`config.mk`:
```
export PLATFORM = sky130hd
export DESIGN_NAME = dual_counter_timer
export DESIGN_NICKNAME = d
export VERILOG_FILES = /design/src/common/timer_pkg.sv /design/src/common/sampled_pins_if.sv /design/src/hw/pin_sampler.sv /design/src/hw/prescale_tick.sv /design/src/hw/dual_counter_timer.sv
export SDC_FILE = /design/constraint.sdc
export NUM_CORES = 1
export LEC_CHECK = 0
export BUFFER_PORTS_ARGS = -buffer_cell sky130_fd_sc_hd__buf_4
export CAP_MARGIN = 20
export CORE_ASPECT_RATIO = 1.4
export CORE_MARGIN = 2
export CORE_UTILIZATION = 33
export DETAILED_ROUTE_END_ITERATION = 7
export PLACE_DENSITY = 0.59
export SKIP_CTS_REPAIR_TIMING = 1
export SYNTH_ARGS = -nofsm -noshare
export SYNTH_HDL_FRONTEND = slang
export SYNTH_SLANG_ARGS = --single-unit
export TNS_END_PERCENT = 10
```
`constraint.sdc`:
```
create_clock -name i_clk -period 3.35 [get_ports i_clk]
set_clock_uncertainty 0.2 [all_clocks]
set_input_delay 0.67 -clock i_clk [delete_from_list [all_inputs] [get_ports i_clk]]
set_output_delay 0.67 -clock i_clk [all_outputs]
set_load 0.1 [all_outputs]
```
`src/common/timer_pkg.sv`:
```
// Purpose: Shared constants for the dual counter/timer block.
// Assumes: Byte-wide special-function-register port, one clock.
// Notes:   Addresses and clock-select bits of timer B are local choices.
package timer_pkg;

  // ----------------------------------------------------------------
  // Register addresses on the special-function-register port
  // ----------------------------------------------------------------
  localparam logic [7:0] ADDR_TIMER_CONTROL = 8'h00;
  localparam logic [7:0] ADDR_TIMER_MODE = 8'h01;
  localparam logic [7:0] ADDR_TIMER_A_LOW = 8'h02;
  localparam logic [7:0] ADDR_TIMER_B_LOW = 8'h03;
  localparam logic [7:0] ADDR_TIMER_A_HIGH = 8'h04;
  localparam logic [7:0] ADDR_TIMER_B_HIGH = 8'h05;
  localparam logic [7:0] ADDR_CLOCK_CONTROL = 8'h06;

  // ----------------------------------------------------------------
  // Reset values
  // ----------------------------------------------------------------
  localparam logic [7:0] TIMER_CONTROL_RESET = 8'h00;
  localparam logic [7:0] TIMER_MODE_RESET = 8'h00;
  localparam logic [7:0] CLOCK_CONTROL_RESET = 8'h00;
  localparam logic [7:0] COUNT_BYTE_RESET = 8'h00;

  // ----------------------------------------------------------------
  // Bit positions in timer_control
  // ----------------------------------------------------------------
  localparam int TCB_B_FLAG = 7;
  localparam int TCB_B_RUN = 6;
  localparam int TCB_A_FLAG = 5;
  localparam int TCB_A_RUN = 4;

  // ----------------------------------------------------------------
  // Bit positions in timer_mode_register (per timer, B is +4)
  // ----------------------------------------------------------------
  localparam int TMB_MODE_LO = 0;
  localparam int TMB_SOURCE = 2;
  localparam int TMB_GATE = 3;
  localparam int TMB_B_OFFSET = 4;

  // ----------------------------------------------------------------
  // Bit positions in clock_control_register
  // ----------------------------------------------------------------
  localparam int CKB_PRESCALE_LO = 0;
  localparam int CKB_A_CLOCK_SELECT = 3;
  localparam int CKB_B_CLOCK_SELECT = 4;

  // ----------------------------------------------------------------
  // Mode field encodings
  // ----------------------------------------------------------------
  localparam logic [1:0] MODE_13BIT = 2'h0;
  localparam logic [1:0] MODE_16BIT = 2'h1;
  localparam logic [1:0] MODE_RELOAD = 2'h2;
  localparam logic [1:0] MODE_SPLIT = 2'h3;

  // ----------------------------------------------------------------
  // Prescaler divide ratios, selected by prescale_select
  // ----------------------------------------------------------------
  localparam logic [7:0] PRESCALE_DIV_0 = 8'h02;
  localparam logic [7:0] PRESCALE_DIV_1 = 8'h04;
  localparam logic [7:0] PRESCALE_DIV_2 = 8'h08;
  localparam logic [7:0] PRESCALE_DIV_3 = 8'h10;

  // Pins handled by the sampler: count A, count B, gate A, gate B
  localparam int SAMPLED_PINS = 4;

endpackage

```
`src/common/sampled_pins_if.sv`:
```
// Purpose: Carries synchronised pin information to the timer logic.
// Assumes: Single clock domain.
// Notes:   Index 0 is timer A, index 1 is timer B.
`timescale 1ns/1ps
interface sampled_pins_if;
  logic [1:0] count_fall;
  logic [1:0] gate_level;

  modport producer (output count_fall, output gate_level);
  modport consumer (input count_fall, input gate_level);
endinterface

```
`src/hw/pin_sampler.sv`:
```
// Purpose: Synchronise count and gate pins, detect count-pin falls.
// Assumes: Pins are asynchronous to i_clk.
// Notes:   Output changes at the third clock edge after the pin.
`timescale 1ns/1ps
module pin_sampler
  import timer_pkg::*;
(
  input wire logic i_clk,
  input wire logic i_rstn,
  input wire logic [1:0] i_count_pin,
  input wire logic [1:0] i_gate_pin,
  sampled_pins_if.producer pins
);

  typedef struct packed {
    logic [SAMPLED_PINS-1:0] meta;
    logic [SAMPLED_PINS-1:0] sync;
    logic [1:0] count_prev;
    logic [1:0] count_fall;
    logic [1:0] gate_level;
  } sampler_s;

  sampler_s state;
  sampler_s next_state;

  always_comb begin
    next_state = state;
    next_state.meta = {i_gate_pin, i_count_pin};
    next_state.sync = state.meta;
    // Edge detection looks only at the second stage
    next_state.count_prev = state.sync[1:0];
    for (int i = 0; i < 2; i++) begin
      next_state.count_fall[i] = state.count_prev[i] & ~state.sync[i];
    end
    next_state.gate_level = state.sync[3:2];
  end

  always_ff @(posedge i_clk or negedge i_rstn) begin
    if (!i_rstn) begin
      state <= '0;
    end else begin
      state <= next_state;
    end
  end

  assign pins.count_fall = state.count_fall;
  assign pins.gate_level = state.gate_level;

endmodule

```
`src/hw/prescale_tick.sv`:
```
// Purpose: One-cycle tick at the prescaled clock rate.
// Assumes: Selection may change at any time; the running count is kept, not restarted.
// Notes:   Divide ratios are plain defaults from the package.
`timescale 1ns/1ps
module prescale_tick
  import timer_pkg::*;
(
  input wire logic i_clk,
  input wire logic i_rstn,
  input wire logic [1:0] i_prescale_select,
  output logic o_tick
);

  typedef struct packed {
    logic [7:0] count;
    logic tick;
  } prescale_s;

  prescale_s state;
  prescale_s next_state;
  logic [7:0] divide;

  always_comb begin
    case (i_prescale_select)
      2'h0: divide = PRESCALE_DIV_0;
      2'h1: divide = PRESCALE_DIV_1;
      2'h2: divide = PRESCALE_DIV_2;
      default: divide = PRESCALE_DIV_3;
    endcase
  end

  always_comb begin
    next_state = state;
    // A compare of >= lets a smaller ratio take effect at once
    if (state.count >= divide - 8'h01) begin
      next_state.count = 8'h00;
      next_state.tick = 1'b1;
    end else begin
      next_state.count = state.count + 8'h01;
      next_state.tick = 1'b0;
    end
  end

  always_ff @(posedge i_clk or negedge i_rstn) begin
    if (!i_rstn) begin
      state <= '0;
    end else begin
      state <= next_state;
    end
  end

  assign o_tick = state.tick;

endmodule

```
`src/hw/dual_counter_timer.sv`:
```
// Purpose: Two classic counter/timers with 13/16/8-reload modes; split mode on A only, B holds in it.
// Assumes: Inputs synchronous except the pins, which are sampled here.
// Notes:   Software writes to a count byte win over counting that cycle.
`timescale 1ns/1ps
module dual_counter_timer
  import timer_pkg::*;
(
  input wire logic i_clk,
  input wire logic i_rstn,
  input wire logic [7:0] i_sfr_addr,
  input wire logic i_sfr_wr,
  input wire logic [7:0] i_sfr_wdata,
  input wire logic i_sfr_rd,
  output logic [7:0] o_sfr_rdata,
  input wire logic i_count_pin_a,
  input wire logic i_count_pin_b,
  input wire logic i_gate_input_a,
  input wire logic i_gate_input_b,
  input wire logic i_gate_a_polarity,
  input wire logic i_gate_b_polarity,
  input wire logic i_timer_a_irq_enable,
  input wire logic i_timer_b_irq_enable,
  input wire logic i_timer_a_vector_ack,
  input wire logic i_timer_b_vector_ack,
  output logic o_timer_a_irq,
  output logic o_timer_b_irq,
  output logic o_timer_b_overflow_tick
);

  // ----------------------------------------------------------------
  // State
  // ----------------------------------------------------------------
  typedef struct packed {
    logic [7:0] timer_control;
    logic [7:0] timer_mode_register;
    logic [7:0] clock_control_register;
    logic [7:0] timer_a_low_byte;
    logic [7:0] timer_a_high_byte;
    logic [7:0] timer_b_low_byte;
    logic [7:0] timer_b_high_byte;
    logic [7:0] rdata;
    logic b_tick;
  } timer_s;

  typedef struct packed {
    logic ovf;
    logic [7:0] high;
    logic [7:0] low;
  } step_s;

  timer_s state;
  timer_s next_state;

  // ----------------------------------------------------------------
  // Pin sampling and prescaler
  // ----------------------------------------------------------------
  sampled_pins_if pins ();
  logic prescaled_tick;

  pin_sampler u_pin_sampler (
    .i_clk(i_clk),
    .i_rstn(i_rstn),
    .i_count_pin({i_count_pin_b, i_count_pin_a}),
    .i_gate_pin({i_gate_input_b, i_gate_input_a}),
    .pins(pins)
  );

  prescale_tick u_prescale_tick (
    .i_clk(i_clk),
    .i_rstn(i_rstn),
    .i_prescale_select(
      state.clock_control_register[CKB_PRESCALE_LO +: 2]),
    .o_tick(prescaled_tick)
  );

  // ----------------------------------------------------------------
  // One counting step for modes 0, 1 and 2
  // ----------------------------------------------------------------
  function automatic step_s count_step(input logic [1:0] mode,
                                       input logic [7:0] low,
                                       input logic [7:0] high);
    step_s r;
    logic [12:0] sum13;
    logic [15:0] sum16;
    r = '{ovf: 1'b0, high: high, low: low};
    sum13 = {high, low[4:0]} + 13'h0001;
    sum16 = {high, low} + 16'h0001;
    case (mode)
      MODE_13BIT: begin
        // Upper three low-byte bits are left as they are
        r.ovf = &{high, low[4:0]};
        r.high = sum13[12:5];
        r.low = {low[7:5], sum13[4:0]};
      end
      MODE_16BIT: begin
        r.ovf = &{high, low};
        r.high = sum16[15:8];
        r.low = sum16[7:0];
      end
      MODE_RELOAD: begin
        // Reload from the high byte, which itself never changes
        r.ovf = &low;
        r.low = r.ovf ? high : low + 8'h01;
      end
      default: begin
        r.ovf = 1'b0;
      end
    endcase
    return r;
  endfunction

  // ----------------------------------------------------------------
  // Enables and time bases
  // ----------------------------------------------------------------
  logic [1:0] mode_a;
  logic [1:0] mode_b;
  logic a_split;
  logic gate_ok_a;
  logic gate_ok_b;
  logic internal_tick_a;
  logic internal_tick_b;
  logic tick_a;
  logic tick_b;
  logic run_a;
  logic run_b;
  logic run_a_high;

  always_comb begin
    mode_a = state.timer_mode_register[TMB_MODE_LO +: 2];
    mode_b = state.timer_mode_register[TMB_B_OFFSET + TMB_MODE_LO +: 2];
    a_split = (mode_a == MODE_SPLIT);
    gate_ok_a = ~state.timer_mode_register[TMB_GATE]
      | (pins.gate_level[0] == i_gate_a_polarity);
    gate_ok_b = ~state.timer_mode_register[TMB_B_OFFSET + TMB_GATE]
      | (pins.gate_level[1] == i_gate_b_polarity);
    internal_tick_a = state.clock_control_register[CKB_A_CLOCK_SELECT]
      | prescaled_tick;
    internal_tick_b = state.clock_control_register[CKB_B_CLOCK_SELECT]
      | prescaled_tick;
    tick_a = state.timer_mode_register[TMB_SOURCE] ?
      pins.count_fall[0] : internal_tick_a;
    run_a = state.timer_control[TCB_A_RUN] & gate_ok_a;
    // The split high byte has no gate and no pin clock
    run_a_high = state.timer_control[TCB_B_RUN];
    if (a_split) begin
      // Mode field alone starts and stops B here
      run_b = (mode_b != MODE_SPLIT);
      tick_b = internal_tick_b;
    end else begin
      run_b = state.timer_control[TCB_B_RUN] & gate_ok_b
        & (mode_b != MODE_SPLIT);
      tick_b = state.timer_mode_register[TMB_B_OFFSET + TMB_SOURCE] ?
        pins.count_fall[1] : internal_tick_b;
    end
  end

  // ----------------------------------------------------------------
  // Counting and overflow events
  // ----------------------------------------------------------------
  step_s step_a;
  step_s step_b;
  logic [7:0] split_low;
  logic [7:0] split_high;
  logic set_a_flag;
  logic set_b_flag;
  logic b_overflow;

  always_comb begin
    step_a = count_step(mode_a, state.timer_a_low_byte,
                        state.timer_a_high_byte);
    step_b = count_step(mode_b, state.timer_b_low_byte,
                        state.timer_b_high_byte);
    split_low = state.timer_a_low_byte;
    split_high = state.timer_a_high_byte;
    set_a_flag = 1'b0;
    set_b_flag = 1'b0;
    if (a_split) begin
      if (run_a && tick_a) begin
        split_low = state.timer_a_low_byte + 8'h01;
        set_a_flag = &state.timer_a_low_byte;
      end
      if (run_a_high && internal_tick_a) begin
        split_high = state.timer_a_high_byte + 8'h01;
        set_b_flag = &state.timer_a_high_byte;
      end
    end else if (run_a && tick_a) begin
      set_a_flag = step_a.ovf;
    end
    b_overflow = run_b & tick_b & step_b.ovf;
    if (!a_split && b_overflow) begin
      set_b_flag = 1'b1;
    end
  end

  // ----------------------------------------------------------------
  // Register update
  // ----------------------------------------------------------------
  logic wr_control;

  always_comb begin
    next_state = state;
    wr_control = i_sfr_wr && (i_sfr_addr == ADDR_TIMER_CONTROL);
    next_state.b_tick = b_overflow;

    // Counting; the run bit itself never touches the count
    if (a_split) begin
      next_state.timer_a_low_byte = split_low;
      next_state.timer_a_high_byte = split_high;
    end else if (run_a && tick_a) begin
      next_state.timer_a_low_byte = step_a.low;
      next_state.timer_a_high_byte = step_a.high;
    end
    if (run_b && tick_b) begin
      next_state.timer_b_low_byte = step_b.low;
      next_state.timer_b_high_byte = step_b.high;
    end

    // Software register writes; plain R/W except the timer_control flags, which overflow and vectoring also move, and the count bytes, which counting moves
    if (i_sfr_wr) begin
      case (i_sfr_addr)
        ADDR_TIMER_CONTROL: next_state.timer_control = i_sfr_wdata;
        ADDR_TIMER_MODE: next_state.timer_mode_register = i_sfr_wdata;
        ADDR_CLOCK_CONTROL: next_state.clock_control_register = i_sfr_wdata;
        ADDR_TIMER_A_LOW: next_state.timer_a_low_byte = i_sfr_wdata;
        ADDR_TIMER_A_HIGH: next_state.timer_a_high_byte = i_sfr_wdata;
        ADDR_TIMER_B_LOW: next_state.timer_b_low_byte = i_sfr_wdata;
        ADDR_TIMER_B_HIGH: next_state.timer_b_high_byte = i_sfr_wdata;
        default: begin
        end
      endcase
    end

    // Vectoring clears a flag unless a write or new overflow says else
    if (!wr_control && i_timer_a_vector_ack) begin
      next_state.timer_control[TCB_A_FLAG] = 1'b0;
    end
    if (!wr_control && i_timer_b_vector_ack) begin
      next_state.timer_control[TCB_B_FLAG] = 1'b0;
    end
    // Set beats any clear in the same cycle so no overflow is lost
    if (set_a_flag) begin
      next_state.timer_control[TCB_A_FLAG] = 1'b1;
    end
    if (set_b_flag) begin
      next_state.timer_control[TCB_B_FLAG] = 1'b1;
    end

    // Read data is captured so the port comes from a register
    if (i_sfr_rd) begin
      case (i_sfr_addr)
        ADDR_TIMER_CONTROL: next_state.rdata = state.timer_control;
        ADDR_TIMER_MODE: next_state.rdata = state.timer_mode_register;
        ADDR_CLOCK_CONTROL: next_state.rdata = state.clock_control_register;
        ADDR_TIMER_A_LOW: next_state.rdata = state.timer_a_low_byte;
        ADDR_TIMER_A_HIGH: next_state.rdata = state.timer_a_high_byte;
        ADDR_TIMER_B_LOW: next_state.rdata = state.timer_b_low_byte;
        ADDR_TIMER_B_HIGH: next_state.rdata = state.timer_b_high_byte;
        default: next_state.rdata = 8'h00;
      endcase
    end
  end

  always_ff @(posedge i_clk or negedge i_rstn) begin
    if (!i_rstn) begin
      state.timer_control <= TIMER_CONTROL_RESET;
      state.timer_mode_register <= TIMER_MODE_RESET;
      state.clock_control_register <= CLOCK_CONTROL_RESET;
      state.timer_a_low_byte <= COUNT_BYTE_RESET;
      state.timer_a_high_byte <= COUNT_BYTE_RESET;
      state.timer_b_low_byte <= COUNT_BYTE_RESET;
      state.timer_b_high_byte <= COUNT_BYTE_RESET;
      state.rdata <= 8'h00;
      state.b_tick <= 1'b0;
    end else begin
      state <= next_state;
    end
  end

  // ----------------------------------------------------------------
  // Outputs
  // ----------------------------------------------------------------
  // Request follows the flag, so it rises the cycle the flag is set
  assign o_timer_a_irq = state.timer_control[TCB_A_FLAG]
    & i_timer_a_irq_enable;
  assign o_timer_b_irq = state.timer_control[TCB_B_FLAG]
    & i_timer_b_irq_enable;
  assign o_timer_b_overflow_tick = state.b_tick;
  assign o_sfr_rdata = state.rdata;

endmodule

```
* Word level (Yosys, flattened, before mapping)
Cells that the tools add are included. W data, S select, Z words.
Word-level totals: register bits after elaboration 88, bits of input ports 30, output and inout bits 11, word-level logic and storage cells 128
Operators by class: $add $sub $neg 9, $lt $le $gt $ge 1, equal/unequal tests 16, mux-type cells 38, bitwise operators 17, reduce and logical (&&, ||, !) cells 29
Operators with widths (number):
- $mux W8 | 11
- $mux W56 | 1
- $pmux W8 S7 | 1
- $mux W16 | 3
- $pmux W8 S3 | 2
- $add A16 B1 Y16 const B | 2
- $add A8 B1 Y8 const B | 4
- $pmux W8 S2 | 2
- $reduce_and A16 Y1 | 2
- $add A13 B1 Y13 const B | 2
- $reduce_and A13 Y1 | 2
- $eq A8 B3 Y1 const B | 3
- $reduce_and A8 Y1 | 3
- $eq A8 B2 Y1 const B | 2
- $pmux W5 S3 | 1
- $mux W1 | 14
- $reduce_bool A3 Y1 | 4
- $reduce_and A2 Y1 | 5
- $and A1 B1 Y1 | 9
- $mux W9 | 1
- $eq A2 B2 Y1 const B | 4
- $eq A8 B1 Y1 const B | 1
- $ge A8 B8 Y1 | 1
- $logic_not A8 Y1 | 1
- 10 further kinds | 29

* Logic depth before layout (Yosys ltp)
word-level depth 11, mapped depth 8, gate-level depth less buffers 7

* Hierarchy
A second synthesis with hierarchy kept.
Second synthesis, totals: cells, all modules 539, area, all modules 5148.7 µm²
By module, submodules not included:
- dual_counter_timer | instances 1, cells each 487, area an instance 4346.7 µm², sequential area each 1626.6 µm²
- pin_sampler | instances 1, cells each 20, area an instance 407.9 µm², sequential area each 350.3 µm²
- prescale_tick | instances 1, cells each 32, area an instance 394.1 µm², sequential area each 225.2 µm²

* Worst setup path after synthesis
No wires, ideal clock.
kind input port to flip-flop, start in i_sfr_addr[3], end reg state (netlist bit run_a_high), setup time 125 ps, arrival time 2210 ps, data required time 3025 ps, setup slack 815 ps, stages on the path 5, path buffers 1, cell sequence or3_4 -> or2_0 -> buf_6 -> nor4_4 -> mux2_2
Between the ends: cells in the longest elaborated chain, start to end 2
Ends and longest elaborated chain:
- from (decl) | line dual_counter_timer.sv:10 | input wire logic [7:0] i_sfr_addr,
- $logic_not A8 Y1 | line dual_counter_timer.sv:220 | case (i_sfr_addr)
- $reduce_and A2 Y1 (no source line)
- to (signal assigned) | line dual_counter_timer.sv:275 | state <= next_state;
- to (decl) | line dual_counter_timer.sv:51 | timer_s state;
Every way passes these cells. A chain may end at the register's enable or synchronous reset.

* Worst setup path after layout
start in i_sfr_addr[3], end reg state[64] (netlist bit)
Between the ends: cells in the longest elaborated chain, start to end 6, elaborated cells on any way between the ends 9, those cells by class mux: 2; reduce/logical: 7
Ends and longest elaborated chain:
- $logic_not A8 Y1 (*) | line dual_counter_timer.sv:202, dual_counter_timer.sv:220
- $logic_and A1 B1 Y1 | line dual_counter_timer.sv:202 | wr_control = i_sfr_wr && (i_sfr_addr == ADDR_TIMER_CONTROL);
- $logic_not A1 Y1 | line dual_counter_timer.sv:237 | if (!wr_control && i_timer_b_vector_ack) begin
- $logic_and A1 B1 Y1 | line dual_counter_timer.sv:237
- $reduce_bool A3 Y1 (no source line) / $mux W1 (equally long branches)
- $reduce_and A2 Y1 (no source line) / $mux W1 (equally long branches)
Mark *: on every way between the ends. The rest lies on a longest branch, timed or not.

==> reports/qor.txt <==
STATUS
-------------------------------------------------------------------------------------
Outcome ................................................................    completed

GLOBAL ROUTING
-------------------------------------------------------------------------------------
Pin count of the biggest net entering global routing ...................           54
Wire length of the first global-routing pass ...........................     22400 um
Vias in the first global route .........................................         4253
Total congestion overflow ..............................................            0
Total global-route track usage .........................................       18.27%
Antenna violations before repair .......................................            0

SYNTH
-------------------------------------------------------------------------------------
Post-synthesis cell type with the largest combined area ................ sky130_fd_sc_hd__dfrtp_1
Largest cells by area after synthesis .................................. sky130_fd_sc_hd__dfrtp_1 44%, sky130_fd_sc_hd__mux2_2 5.6%, sky130_fd_sc_hd__nor2_1 3.8%
Share of synthesized flip-flops with an asynchronous set or reset ......       100.0%
Number of unique standard cell types used by synthesis .................           65
Proportion of netlist area held by the largest area contributor ........       43.99%
Cell area after synthesis .............................................. 0.005006 mm^2
Synth cell count leaders ............................................... 88 x sky130_fd_sc_hd__dfrtp_1, 51 x sky130_fd_sc_hd__nor2_1, 42 x sky130_fd_sc_hd__nand2_1, 37 x sky130_fd_sc_hd__a21oi_1, 26 x sky130_fd_sc_hd__o21ai_0
Instance count of the mapped netlist ...................................          516
Top FF cell, synth ..................................................... sky130_fd_sc_hd__dfrtp_1
Post-synthesis sequential element count ................................           88
Number of flops mapped to enable cells by yosys ........................            0
Register area share after synthesis ....................................       43.99%
Average cell area after synthesis ......................................   9.702 um^2
Synthesis warning total ................................................            0
Library cell with the highest instance count after synthesis ........... sky130_fd_sc_hd__dfrtp_1

ROUTE
-------------------------------------------------------------------------------------
Post-DR vias/cell ......................................................        5.506
Routed Antenna Nets ....................................................            0
Violation count after the first detailed-route iteration ...............          221
Detailed-route DRC error count .........................................            0
Routed via count .......................................................         4080
Number of optimization iterations in the first detailed-route pass .....            4
Detailed-route wire length per cell ....................................     19.06 um
Routed WL ..............................................................     14120 um

CLOCK NETWORK
-------------------------------------------------------------------------------------
CTS H-tree depth .......................................................            3
Number of buffers between clock root and the deepest sink ..............            2
Sinks on Clock Net .....................................................           88
Clock-pin slew of the registers on the worst-case setup and hold paths .        70 ps
Root buf cell .......................................................... sky130_fd_sc_hd__clkbuf_16
TritonCTS Buffers ......................................................            9
Clock Latency Late Sink ................................................       340 ps
CTS tree ...............................................................          yes

LAYOUT
-------------------------------------------------------------------------------------
Multi-input gate area in the final layout .............................. 0.002596 mm^2
Number of non-filler instances in the completed layout .................          741
Fin nets ...............................................................          583
Area used by sequential logic in the layout ............................ 0.002202 mm^2
Final core area utilization ............................................       38.54%
Count of inserted antenna diode cells ..................................            0
Area added between synthesis and finish ................................       14.87%
Share of layout cells above drive strength 1 ...........................       18.21%
# fillers ..............................................................         1508

CRITICAL PATH
-------------------------------------------------------------------------------------
Worst Setup End Kind ...................................................     register
Crit start category ....................................................    input pin
Arrival time of the worst setup path ...................................      2600 ps
Critical path start-end classification ................................. input pin to register
Largest fanout on the critical path ....................................           10
R2r worst-path depth ...................................................            7
Crit path required time ................................................      3340 ps

PWR
-------------------------------------------------------------------------------------
P_leak .................................................................  0.002371 uW
Power density relative to cell area .................................... 492.3 mW/mm^2
Peak supply drop .......................................................    0.1974 mV

TIMING
-------------------------------------------------------------------------------------
Tightest slew margin relative to the limit .............................       52.70%
Setup TNS ..............................................................         0 ps
Pin slew with the least headroom to its limit ..........................     709.6 ps
Minimum period implied by the final worst setup slack ..................      2609 ps
Final-report hold violation count ......................................            0
Maximum frequency from static timing analysis ..........................    383.3 MHz
Count of final max-slew check failures .................................            0
Final setup violation count ............................................            0
Setup repair after global routing missed its margin ....................           no
Period utilization .....................................................       77.87%

PLACE
-------------------------------------------------------------------------------------
Final HPWL from detailed placement .....................................     10580 um
Number of buffer cells added on primary ports ..........................           40
Final Wtd Congestion ...................................................       0.9101
Total instance count after detailed placement ..........................          725

FLOORPLAN
-------------------------------------------------------------------------------------
Core Footprint ......................................................... 0.01492 mm^2
Die span in y ..........................................................     149.7 um
Ports placed on the boundary ...........................................           41
Num rows ...............................................................           53
Overall die width ......................................................     108.1 um
Die outline area ....................................................... 0.01619 mm^2
Starting density of the core ...........................................       33.55%

WORST HOLD PATH
-------------------------------------------------------------------------------------
Path type of the worst min-delay path .................................. register to register
Depth of the worst hold-timing path ....................................            0

FLOW RUN
-------------------------------------------------------------------------------------
MaxCap Viol Count ......................................................            0

per-stage QoR:
stage | hold slack (ps) | instance area (um^2) | power (uW) | setup WS (ps)
4_1_cts | 151.7 | 5751 | 2844 | 720.4
3_5_place_dp | 136.4 | 5445 | 1799 | 376.8
5_1_grt | 160.0 | 5751 | 2962 | 584.8
2_1_floorplan | 131.2 | 5014 | 1606 | 814.7
6_report | 148.7 | 5751 | 2831 | 741.2
3_3_place_gp | 133.3 | 5445 | 1791 | 405.2
cell usage in the layout (no fill, tap or decap), types with 4 or more instances in the layout:
cell	n
sky130_fd_sc_hd__nand3_1	23
sky130_fd_sc_hd__nand2b_1	4
sky130_fd_sc_hd__mux2i_1	9
sky130_fd_sc_hd__xor2_1	12
sky130_fd_sc_hd__nor2_1	51
sky130_fd_sc_hd__inv_1	17
sky130_fd_sc_hd__nor2b_1	5
sky130_fd_sc_hd__a22o_1	5
sky130_fd_sc_hd__mux2_2	25
sky130_fd_sc_hd__and3_1	9
sky130_fd_sc_hd__nor4b_1	5
sky130_fd_sc_hd__o211ai_1	5
sky130_fd_sc_hd__dfrtp_1	88
sky130_fd_sc_hd__buf_4	43
sky130_fd_sc_hd__nor3_1	9
sky130_fd_sc_hd__clkbuf_16	9
sky130_fd_sc_hd__nand4_1	5
sky130_fd_sc_hd__o22ai_1	12
sky130_fd_sc_hd__xnor2_1	12
sky130_fd_sc_hd__ha_1	9
sky130_fd_sc_hd__and2_1	6
sky130_fd_sc_hd__a221oi_1	6
sky130_fd_sc_hd__a21oi_1	37
sky130_fd_sc_hd__nand2_1	42
sky130_fd_sc_hd__a31oi_1	4
sky130_fd_sc_hd__mux4_2	6
sky130_fd_sc_hd__nand3b_1	4
sky130_fd_sc_hd__o21ai_0	26
per-layer routing:
metal / wire (um) / share of wire [%] / up-vias / track usage (%)
met5: 0 / 0 / - / 0
met4: 556 / 3.9 / 0 / 9.487
met3: 487 / 3.4 / 30 / 2.178
met2: 7563 / 54 / 89 / 32.36
met1: 5515 / 39 / 2033 / 21.44
li1: - / - / 1928 / -
layout make-up:
| class | instances | share of cell area, % |
|---|---|---|
| Clock buffer | 10 | 4.156 |
| Clock inverter | 6 | 1.153 |
| Inverter | 17 | 1.110 |
| Multi-Input combinational cell | 384 | 45.15 |
| Sequential cell | 88 | 38.29 |
| Tap cell | 192 | 4.178 |
| Timing Repair Buffer | 44 | 5.962 |
cells by family (layout without fill, tap and decap cells):
group	count (synthesis)	count (layout)	synth area share, %
other	1	3	0.07491
buffers and inverters	46	77	4.299
and+or+nand+nor	190	190	20.12
muxes	40	40	10.12
adders and majority gates	9	9	2.249
DFF	88	88	43.99
xor gates and xnor gates	24	24	4.199
AOI/OAI and AO/OA	118	118	14.95
critical path, stage by stage:
cell,delay [ps]
sky130_fd_sc_hd__buf_4,110
sky130_fd_sc_hd__or3_4,380
sky130_fd_sc_hd__or2_0,450
sky130_fd_sc_hd__nor4_4,620
sky130_fd_sc_hd__nor3b_1,110
sky130_fd_sc_hd__a21oi_1,140
sky130_fd_sc_hd__o221ai_1,130
worst paths after layout:
check / startpoint / endpoint / slack (ps)
worst max-delay path: i_sfr_addr[3] / state[64] / 740
worst min-delay path: u_pin_sampler.next_state[8] / u_pin_sampler.next_state[0] / 150
max in group asynchronous: i_rstn / state[12] / 2130
min in group asynchronous: i_rstn / u_pin_sampler.next_state[6] / 170
worst max register to register: state[33] / state[26] / 830
worst min register to register: u_pin_sampler.next_state[8] / u_pin_sampler.next_state[0] / 150
flip-flops by register name, indices dropped and copies added, names as in the netlist:
| signal | count |
|---|---|
| mode_a | 2 |
| mode_b | 2 |
| o_sfr_rdata | 8 |
| o_timer_b_overflow_tick | 1 |
| run_a_high | 1 |
| state | 51 |
| u_pin_sampler.next_state | 8 |
| u_pin_sampler.pins.count_fall | 2 |
| u_pin_sampler.pins.gate_level | 2 |
| u_pin_sampler.state | 2 |
| u_prescale_tick.o_tick | 1 |
| u_prescale_tick.state | 8 |
where the power goes:
part,total (uW),leakage [uW],internal (uW),switching [uW]
logic,451,0.00110,225,226
registers,1340,0.00112,1170,173
clock network,1040,0.000153,603,437
(Power assumes the default switching activity.)
